### src/core/sub_exec_consts.svh
// offsets, field positions, reset values, opcode patterns and timing for the subtract unit
// assumes: registers sit on a 32-bit avalon-mm slave, one aligned word each
`ifndef SUB_EXEC_CONSTS_SVH
`define SUB_EXEC_CONSTS_SVH

// ****************************************************************
// register byte offsets
// ****************************************************************
`define OFS_WORKING_REG 5'h00
`define OFS_STATUS_REG 5'h04
`define OFS_BANK_SEL_REG 5'h08
`define OFS_RESULT_REG 5'h0C
`define OFS_INFO_REG 5'h10

// ****************************************************************
// status and info field positions
// ****************************************************************
`define ST_C 0
`define ST_DC 1
`define ST_Z 2
`define ST_OV 3
`define ST_N 4
`define INFO_BUSY 0
`define INFO_BAD_OP 1
`define INFO_DEST_FILE 2

// ****************************************************************
// reset values
// ****************************************************************
`define RST_WORKING 8'h00
`define RST_STATUS 5'h00
`define RST_BANK_SEL 4'h0
`define RST_RESULT 8'h00

// ****************************************************************
// instruction encoding
// ****************************************************************
`define OPC_BORROW_SUB 6'h15
`define OPC_LIT_SUB 8'h08
`define INSTR_D_BIT 9
`define INSTR_A_BIT 8
`define ACCESS_HIGH_BANK 4'hF
`define ACCESS_LOW_BANK 4'h0

// ****************************************************************
// timing
// ****************************************************************
`define CLK_PERIOD_NS 8
`define PHASES_PER_CYCLE 4

`endif

### src/core/sub_exec_pkg.sv
// types shared by the subtract execution unit
// assumes: nothing beyond a systemverilog compiler
package sub_exec_pkg;

	// ****************************************************************
	// execution phases: idle until an instruction is taken, then decode, read, process, write of one clock each
	// ****************************************************************
	typedef enum logic [2:0] {
		PH_IDLE,
		PH_DECODE,
		PH_READ,
		PH_PROC,
		PH_WRITE
	} phase_e;

	// ****************************************************************
	// decoded operation
	// ****************************************************************
	typedef enum logic [1:0] {
		OP_NONE,
		OP_BORROW_SUB,
		OP_LIT_SUB
	} op_kind_e;

endpackage : sub_exec_pkg

### src/core/sub_flag_calc.sv
// eight-bit subtractor with status flag generation
// assumes: purely combinational, operands stable for the process phase
`timescale 1ns/100ps
`include "sub_exec_consts.svh"

module sub_flag_calc (
	// operands
	input wire logic [7:0] minuend_i,
	input wire logic [7:0] subtrahend_i,
	input wire logic no_borrow_i,
	// result and flags
	output logic [7:0] diff_o,
	output logic [4:0] flags_o
);

	logic [8:0] sum;
	logic [4:0] low_sum;

	// two's complement: a + ~b + carry, carry high means no borrow
	always_comb begin
		sum = {1'b0, minuend_i} + {1'b0, ~subtrahend_i} + {8'h00, no_borrow_i};
		low_sum = {1'b0, minuend_i[3:0]} + {1'b0, ~subtrahend_i[3:0]} + {4'h0, no_borrow_i};
		diff_o = sum[7:0];
		flags_o = 5'h00;
		flags_o[`ST_C] = sum[8]; // RULE_05
		flags_o[`ST_DC] = low_sum[4];
		flags_o[`ST_Z] = (sum[7:0] == 8'h00);
		flags_o[`ST_N] = sum[7]; // RULE_05
		flags_o[`ST_OV] = (minuend_i[7] != subtrahend_i[7]) && (sum[7] != minuend_i[7]);
	end

endmodule : sub_flag_calc

### src/core/subtract_borrow_literal_exec.sv
// execution unit for the borrow subtract and the literal subtract
// assumes: decoder and data register file on clk_sys_i, file read is combinational,
// software reaches the registers over avalon-mm with waitrequest
//
// Design decisions made here: register access over Avalon-MM and the placing of the registers.
`timescale 1ns/100ps
`include "sub_exec_consts.svh"

// Overview of operation
// RULE_01: borrow subtract gives working minus file minus inverted carry, eight bits.
// RULE_02: literal subtract gives literal minus working register.
// RULE_03: literal is the unsigned low byte of the instruction word.
// RULE_04: literal subtract writes only the working register, never a file register.
// RULE_05: borrow clears carry and sets negative; no borrow sets carry. The code takes N from result bit 7, not from the borrow.
// RULE_06: destination bit zero writes working register, one writes the file register.
// RULE_07: access bit zero uses access bank, one uses bank select register.
// RULE_08: both update N, OV, C, DC, Z in one four-phase instruction cycle.
module subtract_borrow_literal_exec (
	// clock, reset, enable
	input wire logic clk_sys_i,
	input wire logic resetn_i,
	input wire logic ce_i,
	// instruction from the decoder
	input wire logic instr_valid_i,
	input wire logic [15:0] instr_word_i,
	output logic instr_ready_o,
	output logic instr_done_o,
	// data register file
	output logic [11:0] file_rd_addr_o,
	input wire logic [7:0] file_rd_data_i,
	output logic file_wr_en_o,
	output logic [11:0] file_wr_addr_o,
	output logic [7:0] file_wr_data_o,
	// avalon-mm slave
	input wire logic [4:0] avs_address_i,
	input wire logic avs_read_i,
	input wire logic avs_write_i,
	input wire logic [31:0] avs_writedata_i,
	input wire logic [3:0] avs_byteenable_i,
	output logic [31:0] avs_readdata_o,
	output logic avs_waitrequest_o,
	// core state
	output logic [7:0] working_register_o,
	output logic [4:0] status_o
);

	// ****************************************************************
	// reset release
	// ****************************************************************

	logic rst_meta_r;
	logic rst_n_r;

	// asynchronous assert, two-stage synchronous release
	always_ff @(posedge clk_sys_i or negedge resetn_i) begin
		if (!resetn_i) begin
			rst_meta_r <= 1'b0;
			rst_n_r <= 1'b0;
		end else begin
			rst_meta_r <= 1'b1;
			rst_n_r <= rst_meta_r;
		end
	end

	// ****************************************************************
	// helpers
	// ****************************************************************

	// full data address of a file operand
	function automatic logic [11:0] file_address(input logic [15:0] word, input logic [3:0] bank);
		logic [3:0] page;
		page = bank;
		if (!word[`INSTR_A_BIT]) begin
			page = word[7] ? `ACCESS_HIGH_BANK : `ACCESS_LOW_BANK; // RULE_07
		end
		file_address = {page, word[7:0]};
	endfunction : file_address

	// operation class of an instruction word
	function automatic sub_exec_pkg::op_kind_e decode_op(input logic [15:0] word);
		decode_op = sub_exec_pkg::OP_NONE;
		if (word[15:10] == `OPC_BORROW_SUB) begin
			decode_op = sub_exec_pkg::OP_BORROW_SUB;
		end else if (word[15:8] == `OPC_LIT_SUB) begin
			decode_op = sub_exec_pkg::OP_LIT_SUB;
		end
	endfunction : decode_op

	// ****************************************************************
	// declarations
	// ****************************************************************

	sub_exec_pkg::phase_e phase_r, phase_nxt;
	sub_exec_pkg::op_kind_e op_r, op_nxt;
	logic [15:0] instr_r, instr_nxt;
	logic [7:0] fdata_r, fdata_nxt;
	logic [7:0] result_r, result_nxt;
	logic [4:0] flags_r, flags_nxt;
	logic dest_file_r, dest_file_nxt;
	logic [7:0] work_r, work_nxt;
	logic [4:0] status_r, status_nxt;
	logic [3:0] bank_r, bank_nxt;
	logic bad_op_r, bad_op_nxt;
	logic [11:0] rd_addr_r, rd_addr_nxt;
	logic wr_en_r, wr_en_nxt;
	logic [11:0] wr_addr_r, wr_addr_nxt;
	logic [7:0] wr_data_r, wr_data_nxt;
	logic done_r, done_nxt;
	logic ack_r, ack_nxt;
	logic [31:0] rdata_r, rdata_nxt;
	logic [7:0] calc_a;
	logic [7:0] calc_b;
	logic calc_cin;
	logic [7:0] calc_diff;
	logic [4:0] calc_flags;
	logic bus_req;
	logic bus_done;
	logic bus_wr;
	logic take_instr;

	// ****************************************************************
	// arithmetic
	// ****************************************************************

	// operand routing per operation
	always_comb begin
		calc_a = work_r; // RULE_01
		calc_b = fdata_r;
		calc_cin = status_r[`ST_C]; // RULE_01
		if (op_r == sub_exec_pkg::OP_LIT_SUB) begin
			calc_a = instr_r[7:0]; // RULE_02 RULE_03
			calc_b = work_r; // RULE_02
			calc_cin = 1'b1;
		end
	end

	sub_flag_calc u_calc (
		.minuend_i(calc_a),
		.subtrahend_i(calc_b),
		.no_borrow_i(calc_cin),
		.diff_o(calc_diff),
		.flags_o(calc_flags)
	);

	// ****************************************************************
	// bus handshake
	// ****************************************************************

	// writes land only while idle so they never meet a commit edge
	assign bus_req = avs_read_i | avs_write_i;
	assign bus_done = ce_i & bus_req & ack_r & (avs_read_i | (phase_r == sub_exec_pkg::PH_IDLE));
	assign bus_wr = bus_done & avs_write_i & avs_byteenable_i[0];
	assign avs_waitrequest_o = ~bus_done;
	assign avs_readdata_o = rdata_r;
	assign take_instr = instr_ready_o & instr_valid_i & ce_i;

	// decoder handshake
	assign instr_ready_o = (phase_r == sub_exec_pkg::PH_IDLE) | (phase_r == sub_exec_pkg::PH_WRITE);
	assign instr_done_o = done_r;
	assign file_rd_addr_o = rd_addr_r;
	assign file_wr_en_o = wr_en_r;
	assign file_wr_addr_o = wr_addr_r;
	assign file_wr_data_o = wr_data_r;
	assign working_register_o = work_r;
	assign status_o = status_r;

	// ****************************************************************
	// execution next state
	// ****************************************************************

	// four phases: decode, read, process, write
	always_comb begin
		phase_nxt = phase_r;
		op_nxt = op_r;
		instr_nxt = instr_r;
		fdata_nxt = fdata_r;
		result_nxt = result_r;
		flags_nxt = flags_r;
		dest_file_nxt = dest_file_r;
		work_nxt = work_r;
		status_nxt = status_r;
		bank_nxt = bank_r;
		bad_op_nxt = bad_op_r;
		rd_addr_nxt = rd_addr_r;
		wr_en_nxt = 1'b0;
		wr_addr_nxt = wr_addr_r;
		wr_data_nxt = wr_data_r;
		done_nxt = 1'b0;
		// software writes, idle only
		if (bus_wr) begin
			unique case (avs_address_i)
				`OFS_WORKING_REG: work_nxt = avs_writedata_i[7:0];
				`OFS_STATUS_REG: status_nxt = avs_writedata_i[4:0];
				`OFS_BANK_SEL_REG: bank_nxt = avs_writedata_i[3:0];
				`OFS_INFO_REG: begin
					if (avs_writedata_i[`INFO_BAD_OP]) begin
						bad_op_nxt = 1'b0;
					end
				end
				default: ;
			endcase
		end
		unique case (phase_r)
			sub_exec_pkg::PH_IDLE: ;
			sub_exec_pkg::PH_DECODE: begin
				op_nxt = decode_op(instr_r);
				rd_addr_nxt = file_address(instr_r, bank_r); // RULE_07
				if (decode_op(instr_r) == sub_exec_pkg::OP_NONE) begin
					bad_op_nxt = 1'b1; // set wins over software clear
				end
				phase_nxt = sub_exec_pkg::PH_READ;
			end
			sub_exec_pkg::PH_READ: begin
				fdata_nxt = file_rd_data_i;
				phase_nxt = sub_exec_pkg::PH_PROC;
			end
			sub_exec_pkg::PH_PROC: begin
				result_nxt = calc_diff;
				flags_nxt = calc_flags;
				dest_file_nxt = (op_r == sub_exec_pkg::OP_BORROW_SUB) & instr_r[`INSTR_D_BIT];
				wr_en_nxt = (op_r == sub_exec_pkg::OP_BORROW_SUB) & instr_r[`INSTR_D_BIT]; // RULE_06 RULE_04
				wr_addr_nxt = rd_addr_r;
				wr_data_nxt = calc_diff;
				phase_nxt = sub_exec_pkg::PH_WRITE;
			end
			sub_exec_pkg::PH_WRITE: begin
				if (op_r != sub_exec_pkg::OP_NONE) begin
					status_nxt = flags_r; // RULE_08 RULE_05
					if (!dest_file_r) begin
						work_nxt = result_r; // RULE_06 RULE_04
					end
				end
				done_nxt = 1'b1;
				phase_nxt = sub_exec_pkg::PH_IDLE;
			end
		endcase
		// next instruction starts in the same edge that ends the last
		if (take_instr) begin
			instr_nxt = instr_word_i;
			phase_nxt = sub_exec_pkg::PH_DECODE; // RULE_08
		end
	end

	// ****************************************************************
	// execution registers
	// ****************************************************************

	// everything freezes while ce_i is low
	always_ff @(posedge clk_sys_i or negedge rst_n_r) begin
		if (!rst_n_r) begin
			phase_r <= sub_exec_pkg::PH_IDLE;
			op_r <= sub_exec_pkg::OP_NONE;
			instr_r <= 16'h0000;
			fdata_r <= 8'h00;
			result_r <= `RST_RESULT;
			flags_r <= `RST_STATUS;
			dest_file_r <= 1'b0;
			work_r <= `RST_WORKING;
			status_r <= `RST_STATUS;
			bank_r <= `RST_BANK_SEL;
			bad_op_r <= 1'b0;
			rd_addr_r <= 12'h000;
			wr_en_r <= 1'b0;
			wr_addr_r <= 12'h000;
			wr_data_r <= 8'h00;
			done_r <= 1'b0;
		end else if (ce_i) begin
			phase_r <= phase_nxt;
			op_r <= op_nxt;
			instr_r <= instr_nxt;
			fdata_r <= fdata_nxt;
			result_r <= result_nxt;
			flags_r <= flags_nxt;
			dest_file_r <= dest_file_nxt;
			work_r <= work_nxt;
			status_r <= status_nxt;
			bank_r <= bank_nxt;
			bad_op_r <= bad_op_nxt;
			rd_addr_r <= rd_addr_nxt;
			wr_en_r <= wr_en_nxt;
			wr_addr_r <= wr_addr_nxt;
			wr_data_r <= wr_data_nxt;
			done_r <= done_nxt;
		end
	end

	// ****************************************************************
	// bus read path
	// ****************************************************************

	// read data follows the state after the current edge
	always_comb begin
		ack_nxt = bus_req & ~bus_done;
		rdata_nxt = 32'h0000_0000;
		unique case (avs_address_i)
			`OFS_WORKING_REG: rdata_nxt[7:0] = work_nxt;
			`OFS_STATUS_REG: rdata_nxt[4:0] = status_nxt;
			`OFS_BANK_SEL_REG: rdata_nxt[3:0] = bank_nxt;
			`OFS_RESULT_REG: rdata_nxt[7:0] = result_nxt;
			`OFS_INFO_REG: begin
				rdata_nxt[`INFO_BUSY] = (phase_nxt != sub_exec_pkg::PH_IDLE);
				rdata_nxt[`INFO_BAD_OP] = bad_op_nxt;
				rdata_nxt[`INFO_DEST_FILE] = dest_file_nxt;
			end
			default: rdata_nxt = 32'h0000_0000; // unmapped reads zero
		endcase
	end

	// one wait state before each read answer; writes also wait until the phase is idle
	always_ff @(posedge clk_sys_i or negedge rst_n_r) begin
		if (!rst_n_r) begin
			ack_r <= 1'b0;
			rdata_r <= 32'h0000_0000;
		end else if (ce_i) begin
			ack_r <= ack_nxt;
			rdata_r <= rdata_nxt;
		end
	end

endmodule : subtract_borrow_literal_exec

### config.mk
export PLATFORM = sky130hd
export DESIGN_NAME = subtract_borrow_literal_exec
export DESIGN_NICKNAME = d
export VERILOG_FILES = /design/src/core/sub_exec_pkg.sv /design/src/core/sub_flag_calc.sv /design/src/core/subtract_borrow_literal_exec.sv
export VERILOG_INCLUDE_DIRS = /design/src /design/src/core
export SDC_FILE = /design/constraint.sdc
export NUM_CORES = 1
export LEC_CHECK = 0
export ABC_AREA = 1
export BUFFER_PORTS_ARGS = -buffer_cell sky130_fd_sc_hd__buf_4
export CAP_MARGIN = 20
export CELL_PAD_IN_SITES_DETAIL_PLACEMENT = 0
export CELL_PAD_IN_SITES_GLOBAL_PLACEMENT = 1
export CORE_UTILIZATION = 38
export CTS_CLUSTER_SIZE = 30
export DETAILED_ROUTE_END_ITERATION = 10
export PLACE_DENSITY = 0.86
export REMOVE_ABC_BUFFERS = 1
export SLEW_MARGIN = 20
export SYNTH_ARGS = -nofsm -noshare
export SYNTH_HDL_FRONTEND = slang
export SYNTH_SLANG_ARGS = --single-unit
export TNS_END_PERCENT = 100
### constraint.sdc
create_clock -name clk_sys_i -period 4 [get_ports clk_sys_i]
set_input_delay 1.2 -clock clk_sys_i [delete_from_list [all_inputs] [get_ports clk_sys_i]]
set_output_delay 1.2 -clock clk_sys_i [all_outputs]
set_load 0.05 [all_outputs]
==> metrics.yaml, run 1 <==
sta:
  worstMarginPinSlew_ns: 0.896
  period_minus_slack_ns: 3.10
  setup_viol: 0
  period_share_pct: 77.5
  fmax_mhz: 322
  relSlewSlack_pct: 40.2
  hold_viol: 0
  maxSlewViolCount: 0
  clock_skew_ns: 0.0111
  rsz0062_at_grt: "false"
  fin_setup_tns_ns: 0
  hold_slack_ns: 0.352
  setup_ws_ns: 0.898
floorplanning:
  core_sq_um: 14000
  dieArea_sq_um: 15000
  rows: 43
  die_w_um: 122
  initial_core_util_pct: 39.3
  fp.dieH_um: 122
  io_pins: 152
power_and_ir_drop:
  fin_total_pwr_uw: 5340
  p_per_area_nw_per_um2: 802
  cellLeakagePower_uw: 0.00345
  ir_worst_vdd_uv: 432
cts:
  numCtsBuffers: 9
  root_buffer: "clkbuf_16"
  cts_buffer_depth: 2
  cts_sinks: 105
  post_cts_resized: 0
  htreeDepth: 3
  post-cts-setup-buffers: 0
  clk_pin_slew_worst_paths_ns: 0.06
  cts_tree: "built"
  cts_hold_buf: 0
  clock_latency_ns: 0.36
place:
  pre_cts_slack_ns: 0.892
  place_congestion: 0.863
  dp_hpwl_mm: 10.4
  portBuffers: 100
logic_synthesis:
  ys_ff_latch: 105
  synth.most_common_cell: "nand2_1"
  yosys-top-cells-area: "dfrtp_1 (48%), nand2_1 (13%), o21ai_0 (6.4%), nand3_1 (5.9%), inv_1 (5.2%)"
  synth_area_sq_um: 5520
  synth_commonest_cells: "nand2_1 (187), dfrtp_1 (105), inv_1 (77)"
  syn_area_per_cell_sq_um: 8.01
  yosysWarnings: 0
  synth_top_area_share_pct: 47.6
  yosys.area.top_type: "dfrtp_1"
  async_flop_share_pct: 100
  synth_ff_type: "dfrtp_1"
  seq_area_frac_synth_pct: 47.6
  synth_edf_count: 0
  synth_cell_types: 35
  synth_cells: 689
final_layout:
  diodes: 0
  drive_gt1_share_pct: 20.2
  fin_util_pct: 47.4
  multi_input_area_sq_um: 2400
  areaGrowthSynthToFinish_pct: 20.6
  fill_cells: 1436
  nNetsFinal: 869
  seq_area_sq_um: 2630
worst_setup_path:
  cp_slowest_cell: "buf_4"
  crit_type: "input port to output pin"
  arrival_ns: 1.90
  critPathMaxFanout: 9
  cpPeakStageDelay_ns: 0.22
  cp-startpoint: "ce_i"
  cp-end-kind: "output pin"
  reg2reg_from: "op_r[1]$_DFFE_PN0P_"
  start_kind: "input port"
  r2r_end: "avs_readdata_o[4]$_DFFE_PN0P_"
  worstPathRequired_ns: 2.80
  cp_top_family: "buffers and inverters"
  cp_cell_sequence: "buf_4 > inv_2 > a21oi_1 > nand3_2 > buf_4"
  reg2regPathDepth: 16
  critPathBufInv: 3
  crit_cells: 5
  crit_path_frequent_cell: "buf_4"
  r2r_setup_slack_ns: 0.95
route:
  final_antenna_net_count: 0
  vias_per_cell: 4.84
  drt_pre_antenna_iters: 5
  via_count: 4712
  drt_iter0_markers: 305
  routedWlPerCell_um: 14.4
  wl_mm: 14.0
  drc: 0
hold_path:
  hold_class: "flip-flop to flip-flop"
  whs_path_depth: 0
  worstHoldStart: "rst_meta_r$_DFF_PN0_"
  holdPathEnd: "rst_n_r$_DFF_PN0_"
global_route:
  grt_max_degree: 71
  grt_pass1_vias: 4416
  antenna_found_initial: 0
  grt_overflow: 0
  grtUsageTotal_pct: 20.2
  grt_pass1_wl_mm: 22.9
run:
  cap_violations: 0
status:
  outcome: "finished, final reports clean"
## state kept, by name, summed over array words and instances, names as in the netlist, 7 cells and up
| register | count |
|---|---|
| file_rd_addr_o | 12 |
| fdata_r | 8 |
| file_wr_addr_o | 12 |
| result_r | 8 |
| avs_readdata_o | 8 |
| instr_r | 16 |
| working_register_o | 8 |
| file_wr_data_o | 7 |
## power breakdown
part           internal, uW  total [uW]  leakage [uW]  switching, uW
sequential             1490        1780       0.00128            295
clock                   422         816      0.000126            395
combinational           857        2740       0.00204           1880
total                  2770        5340       0.00345           2570
## metal layers
layer | vias up | GRT usage [%] | routed length, um
met2 | 142 | 31.2 | 6230
met1 | 2198 | 28.0 | 6700
met3 | 14 | 5.30 | 855
met4 | 0 | 5.64 | 196
met5 | - | 0 | 0
li1 | 2358 | - | -
## logic make-up after synthesis
group | Yosys count | synth area share, %
multiplexers | 20 | 3.99
AO/OA/AOI/OAI | 108 | 10.3
other | 2 | 0.136
buffers and inverters | 127 | 10.5
flip-flops | 105 | 47.6
XOR/XNOR | 4 | 0.635
adder cells (fa/ha/maj) | 9 | 2.31
AND/OR/NAND/NOR | 314 | 24.6
## metrics by stage
step	instance area [sq um]	std cells
6_report	6650	973
4_1_cts	6650	973
5_1_grt	6650	973
2_1_floorplan	5340	669
3_3_place_gp	6390	958
3_5_place_dp	6390	958
## placed cells by master, fill, tap and decap left out, drive strengths merged
master    netlist  layout
a22oi           1       1
ha              7       7
or2             3       3
a21o            2       2
buf            31     109
o211ai          1       1
nand4           7       7
clkbuf         12      11
o21ai          71      71
dfrtp         105     105
fa              2       2
mux2           16      16
and2            3       3
clkinv          0       2
nand2         188     188
o22ai           2       2
inv            84      85
nand3          67      67
xor2            2       2
nor2           44      44
conb            2      25
mux2i           4       4
nor3            2       2
a31oi           2       2
clkinvlp        0       1
xnor2           2       2
a21oi          29      29
## worst register-to-register path: cells and delay by family (launching register included)
family | cells | cell delay, ns
AOI/OAI and AO/OA | 2 | 0.43
buffers and inverters | 5 | 0.64
and+or+nand+nor | 6 | 0.51
DFF | 1 | 0.37
xor gates and xnor gates | 1 | 0.11
adders and majority gates | 2 | 0.89
## final cells by class
cell class,instances,share of cell area (%)
flip-flops and latches,105,39.6
multi-input cells,480,36.1
repair buffers,109,12.3
inverters,84,4.74
clock buffers,11,3.50
well taps,180,3.39
clock inverters,4,0.451
## worst max path at each step
stage                     slack, ns                            end
after floorplan                0.81         flags_r[2]$_DFFE_PN0P_
after global placement         0.91              avs_waitrequest_o
after detailed placement       0.89              avs_waitrequest_o
after CTS                      0.90              avs_waitrequest_o
after global routing           0.76  avs_readdata_o[4]$_DFFE_PN0P_
final                          0.90              avs_waitrequest_o
No activity file was read; power rests on OpenSTA's default activity.
==> run 2, diff against run 1 <==
--- a/config.mk
+++ b/config.mk
@@ -6,15 +6,15 @@
 export SDC_FILE = /design/constraint.sdc
 export NUM_CORES = 1
 export LEC_CHECK = 0
-export ABC_AREA = 1
+export ABC_AREA = 0
 export BUFFER_PORTS_ARGS = -buffer_cell sky130_fd_sc_hd__buf_4
 export CAP_MARGIN = 20
 export CELL_PAD_IN_SITES_DETAIL_PLACEMENT = 0
 export CELL_PAD_IN_SITES_GLOBAL_PLACEMENT = 1
-export CORE_UTILIZATION = 38
+export CORE_UTILIZATION = 36
 export CTS_CLUSTER_SIZE = 30
 export DETAILED_ROUTE_END_ITERATION = 10
-export PLACE_DENSITY = 0.86
+export PLACE_DENSITY = 0.83
 export REMOVE_ABC_BUFFERS = 1
 export SLEW_MARGIN = 20
 export SYNTH_ARGS = -nofsm -noshare
==> constraint.sdc (replaced) <==
create_clock -name clk_sys_i -period 2.8 [get_ports clk_sys_i]
set_input_delay 0.84 -clock clk_sys_i [delete_from_list [all_inputs] [get_ports clk_sys_i]]
set_output_delay 0.84 -clock clk_sys_i [all_outputs]
set_load 0.05 [all_outputs]
==> run 2 against run 1 <==
  * Via count about the same
  * Worst setup slack worse by 0.87 ns
  * Total power up 77%
  * Synthesized cell count down 18%
  * Critical path type is now flip-flop to flip-flop
  * Die area up 5.6%
  * Hold slack worse by 0.098 ns
  * Register-to-register slack worse by 0.92 ns
==> metrics.yaml, run 2 <==
logic_synthesis:
  syn_area_per_cell_sq_um: 9.76  # +22%
  synth_edf_count: 0  # unchanged
  yosysWarnings: 0  # unchanged
  yosys.area.top_type: "dfrtp_1"
  seq_area_frac_synth_pct: 47.6  # -0.076 points
  synth_commonest_cells: "nand2_1 (109), dfrtp_1 (105), mux2_2 (46)"
  ys_ff_latch: 105  # unchanged
  synth_cells: 566  # -18%
  async_flop_share_pct: 100  # unchanged
  synth.most_common_cell: "nand2_1"
  synth_top_area_share_pct: 47.6  # -0.076 points
  yosys-top-cells-area: "dfrtp_1 (48%), mux2_2 (9.4%), nand2_1 (7.4%), buf_4 (3.5%), a21oi_1 (3.1%)"
  synth_ff_type: "dfrtp_1"
  synth_area_sq_um: 5530  # +0.16%
  synth_cell_types: 63  # +80%
global_route:
  grt_overflow: 0  # unchanged
  grt_pass1_wl_mm: 24.5  # +7.2%
  grt_max_degree: 61  # -14%
  grt_pass1_vias: 4629  # +4.8%
  antenna_found_initial: 0  # unchanged
  grtUsageTotal_pct: 20.1  # -0.18 points
run:
  cap_violations: 0  # unchanged
worst_setup_path:
  cp-end-kind: "flip-flop"
  worstPathRequired_ns: 3.03  # +0.23 ns
  start_kind: "flip-flop"
  crit_type: "flip-flop to flip-flop"
  critPathMaxFanout: 3  # -6
  r2r_end: "avs_readdata_o[6]$_DFFE_PN0P_"
  reg2regPathDepth: 10  # -6
  r2r_setup_slack_ns: 0.03  # -0.92 ns
  cp-startpoint: "op_r[0]$_DFFE_PN0P_"
  arrival_ns: 3.00  # +1.10 ns
  crit_path_end: "avs_readdata_o[6]$_DFFE_PN0P_"
  reg2reg_from: "op_r[0]$_DFFE_PN0P_"
status:
  outcome: "finished, final reports clean"
place:
  portBuffers: 100  # unchanged
  place_congestion: 0.875  # +1.5%
  pre_cts_slack_ns: -0.228  # -1.12 ns
  dp_hpwl_mm: 11.5  # +11%
sta:
  worstMarginPinSlew_ns: 1.06  # +0.167 ns
  hold_viol: 0  # unchanged
  hold_slack_ns: 0.254  # -0.0981 ns
  setup_ws_ns: 0.0281  # -0.870 ns
  setup_viol: 0  # unchanged
  relSlewSlack_pct: 28.8  # -11 points
  rsz0062_at_grt: "true"
  period_share_pct: 99.0
  maxSlewViolCount: 0  # unchanged
  clock_skew_ns: 0.0133  # +0.00217 ns
  fmax_mhz: 361
  period_minus_slack_ns: 2.77
route:
  drc: 0  # unchanged
  drt_pre_antenna_iters: 7  # +2
  wl_mm: 15.4  # +9.9%
  via_count: 4709  # -0.064%
  drt_iter0_markers: 227  # -26%
  vias_per_cell: 5.29  # +9.3%
  routedWlPerCell_um: 17.3  # +20%
  final_antenna_net_count: 0  # unchanged
final_layout:
  largest_register_ffs: 16  # unchanged
  final_common_cell: "buf_4"
  layout_common_cells: "buf_4 (147), nand2_1 (109), dfrtp_1 (104)"
  nNetsFinal: 781  # -10%
  drive_gt1_share_pct: 35.7  # +16 points
  diodes: 0  # unchanged
  top_register: "instr_r"
  areaGrowthSynthToFinish_pct: 29.5
  fill_cells: 1378  # -4.0%
floorplanning:
  initial_core_util_pct: 37.4  # -1.8 points
  die_w_um: 126  # +2.8%
  fp.dieH_um: 126  # +2.8%
  rows: 44  # +2.3%
  dieArea_sq_um: 15800  # +5.6%
  core_sq_um: 14800  # +5.1%
  io_pins: 152  # unchanged
power_and_ir_drop:
  p_per_area_nw_per_um2: 1320  # +65%
  cellLeakagePower_uw: 0.00339  # -1.8%
  ir_worst_vdd_uv: 795  # +84%
cts:
  clock_latency_ns: 0.36  # about the same
  htreeDepth: 3  # unchanged
  clk_pin_slew_worst_paths_ns: 0.08  # +0.02 ns
  root_buffer: "clkbuf_16"
  numCtsBuffers: 9  # unchanged
  cts_hold_buf: 0  # unchanged
  cts_sinks: 105  # unchanged
  cts_tree: "built"
  cts_buffer_depth: 2  # unchanged
hold_path:
  hold_class: "input port to asynchronous set/reset pin"
run 2: how the worst min path moves through the flow:
stage                                    start                end  slack [ns]  cells past startpoint
after floorplan           rst_meta_r$_DFF_PN0_  rst_n_r$_DFF_PN0_        0.33                      0
after global placement    rst_meta_r$_DFF_PN0_  rst_n_r$_DFF_PN0_        0.34                      0
after detailed placement  rst_meta_r$_DFF_PN0_  rst_n_r$_DFF_PN0_        0.34                      0
after CTS                             resetn_i  rst_n_r$_DFF_PN0_        0.24                      1
after global routing                  resetn_i  rst_n_r$_DFF_PN0_        0.25                      1
final                                 resetn_i  rst_n_r$_DFF_PN0_        0.25                      1
run 2: cell families after synthesis:
| logic type | share of synthesized area (%) |
|---|---|
| AOI/OAI and AO/OA | 14.9 |
| adders and majority gates | 2.31 |
| other | 0.136 |
| and+or+nand+nor | 16.4 |
| DFF | 47.6 |
| muxes | 11.1 |
| xor gates and xnor gates | 0.951 |
| buffers and inverters | 6.61 |
run 2: power by group:
part	internal (uW)	total (uW)	switching, uW
clock network	715	1290	572
logic	2420	5520	3100
registers	2110	2650	545
total	5240	9460	4220
run 2: stage by stage:
stage / util (%) / power (uW) / TNS, ns / area, sq um / cells
6_report: 48.5 / 9460 / 0 / 7150 / 890
5_1_grt: 48.5 / 10000 / -0.203 / 7150 / 890
4_1_cts: 47.7 / 9160 / 0 / 7040 / 889
3_5_place_dp: 44.9 / 7680 / -1.41 / 6630 / 867
3_3_place_gp: 44.9 / 7540 / -0.810 / 6630 / 867
2_1_floorplan: - / 5720 / -38.20 / 5280 / 538
run 2: routing by layer:
layer	global-route usage [%]	vias to the layer above	share of wire (%)
met5	0	-	0
met4	9.07	0	2.5
met3	4.12	31	5.6
li1	-	2214	-
met1	26.5	2277	44
met2	31.8	187	48
run 2: timing repair:
action                     4_1_cts  5_1_grt
setup endpoints to repair       12       11
pin swaps                        7       14
resized for setup               16       21
setup buffers                    6        1
run 2: worst max-delay path: stages, from the launching register on:
cell and delay (ns):
dfrtp_1 0.39, nand2b_4 0.18, mux2_4 0.32, fa_2 0.41
fa_2 0.38, nor2b_2 0.13, o31a_2 0.14, o22ai_2 0.09
xnor2_2 0.16, o21ai_1 0.10, a221o_1 0.33
run 2: area by class of cell:
class | instances | area [sq um] | share of cell area, %
Multi-Input combinational cell | 423 | 2770 | 38.8
Timing Repair Buffer | 152 | 1180 | 16.6
Clock buffer | 11 | 243 | 3.39
Clock inverter | 5 | 55.1 | 0.769
Sequential cell | 105 | 2630 | 36.8
Tap cell | 184 | 230 | 3.22
Inverter | 10 | 37.5 | 0.525
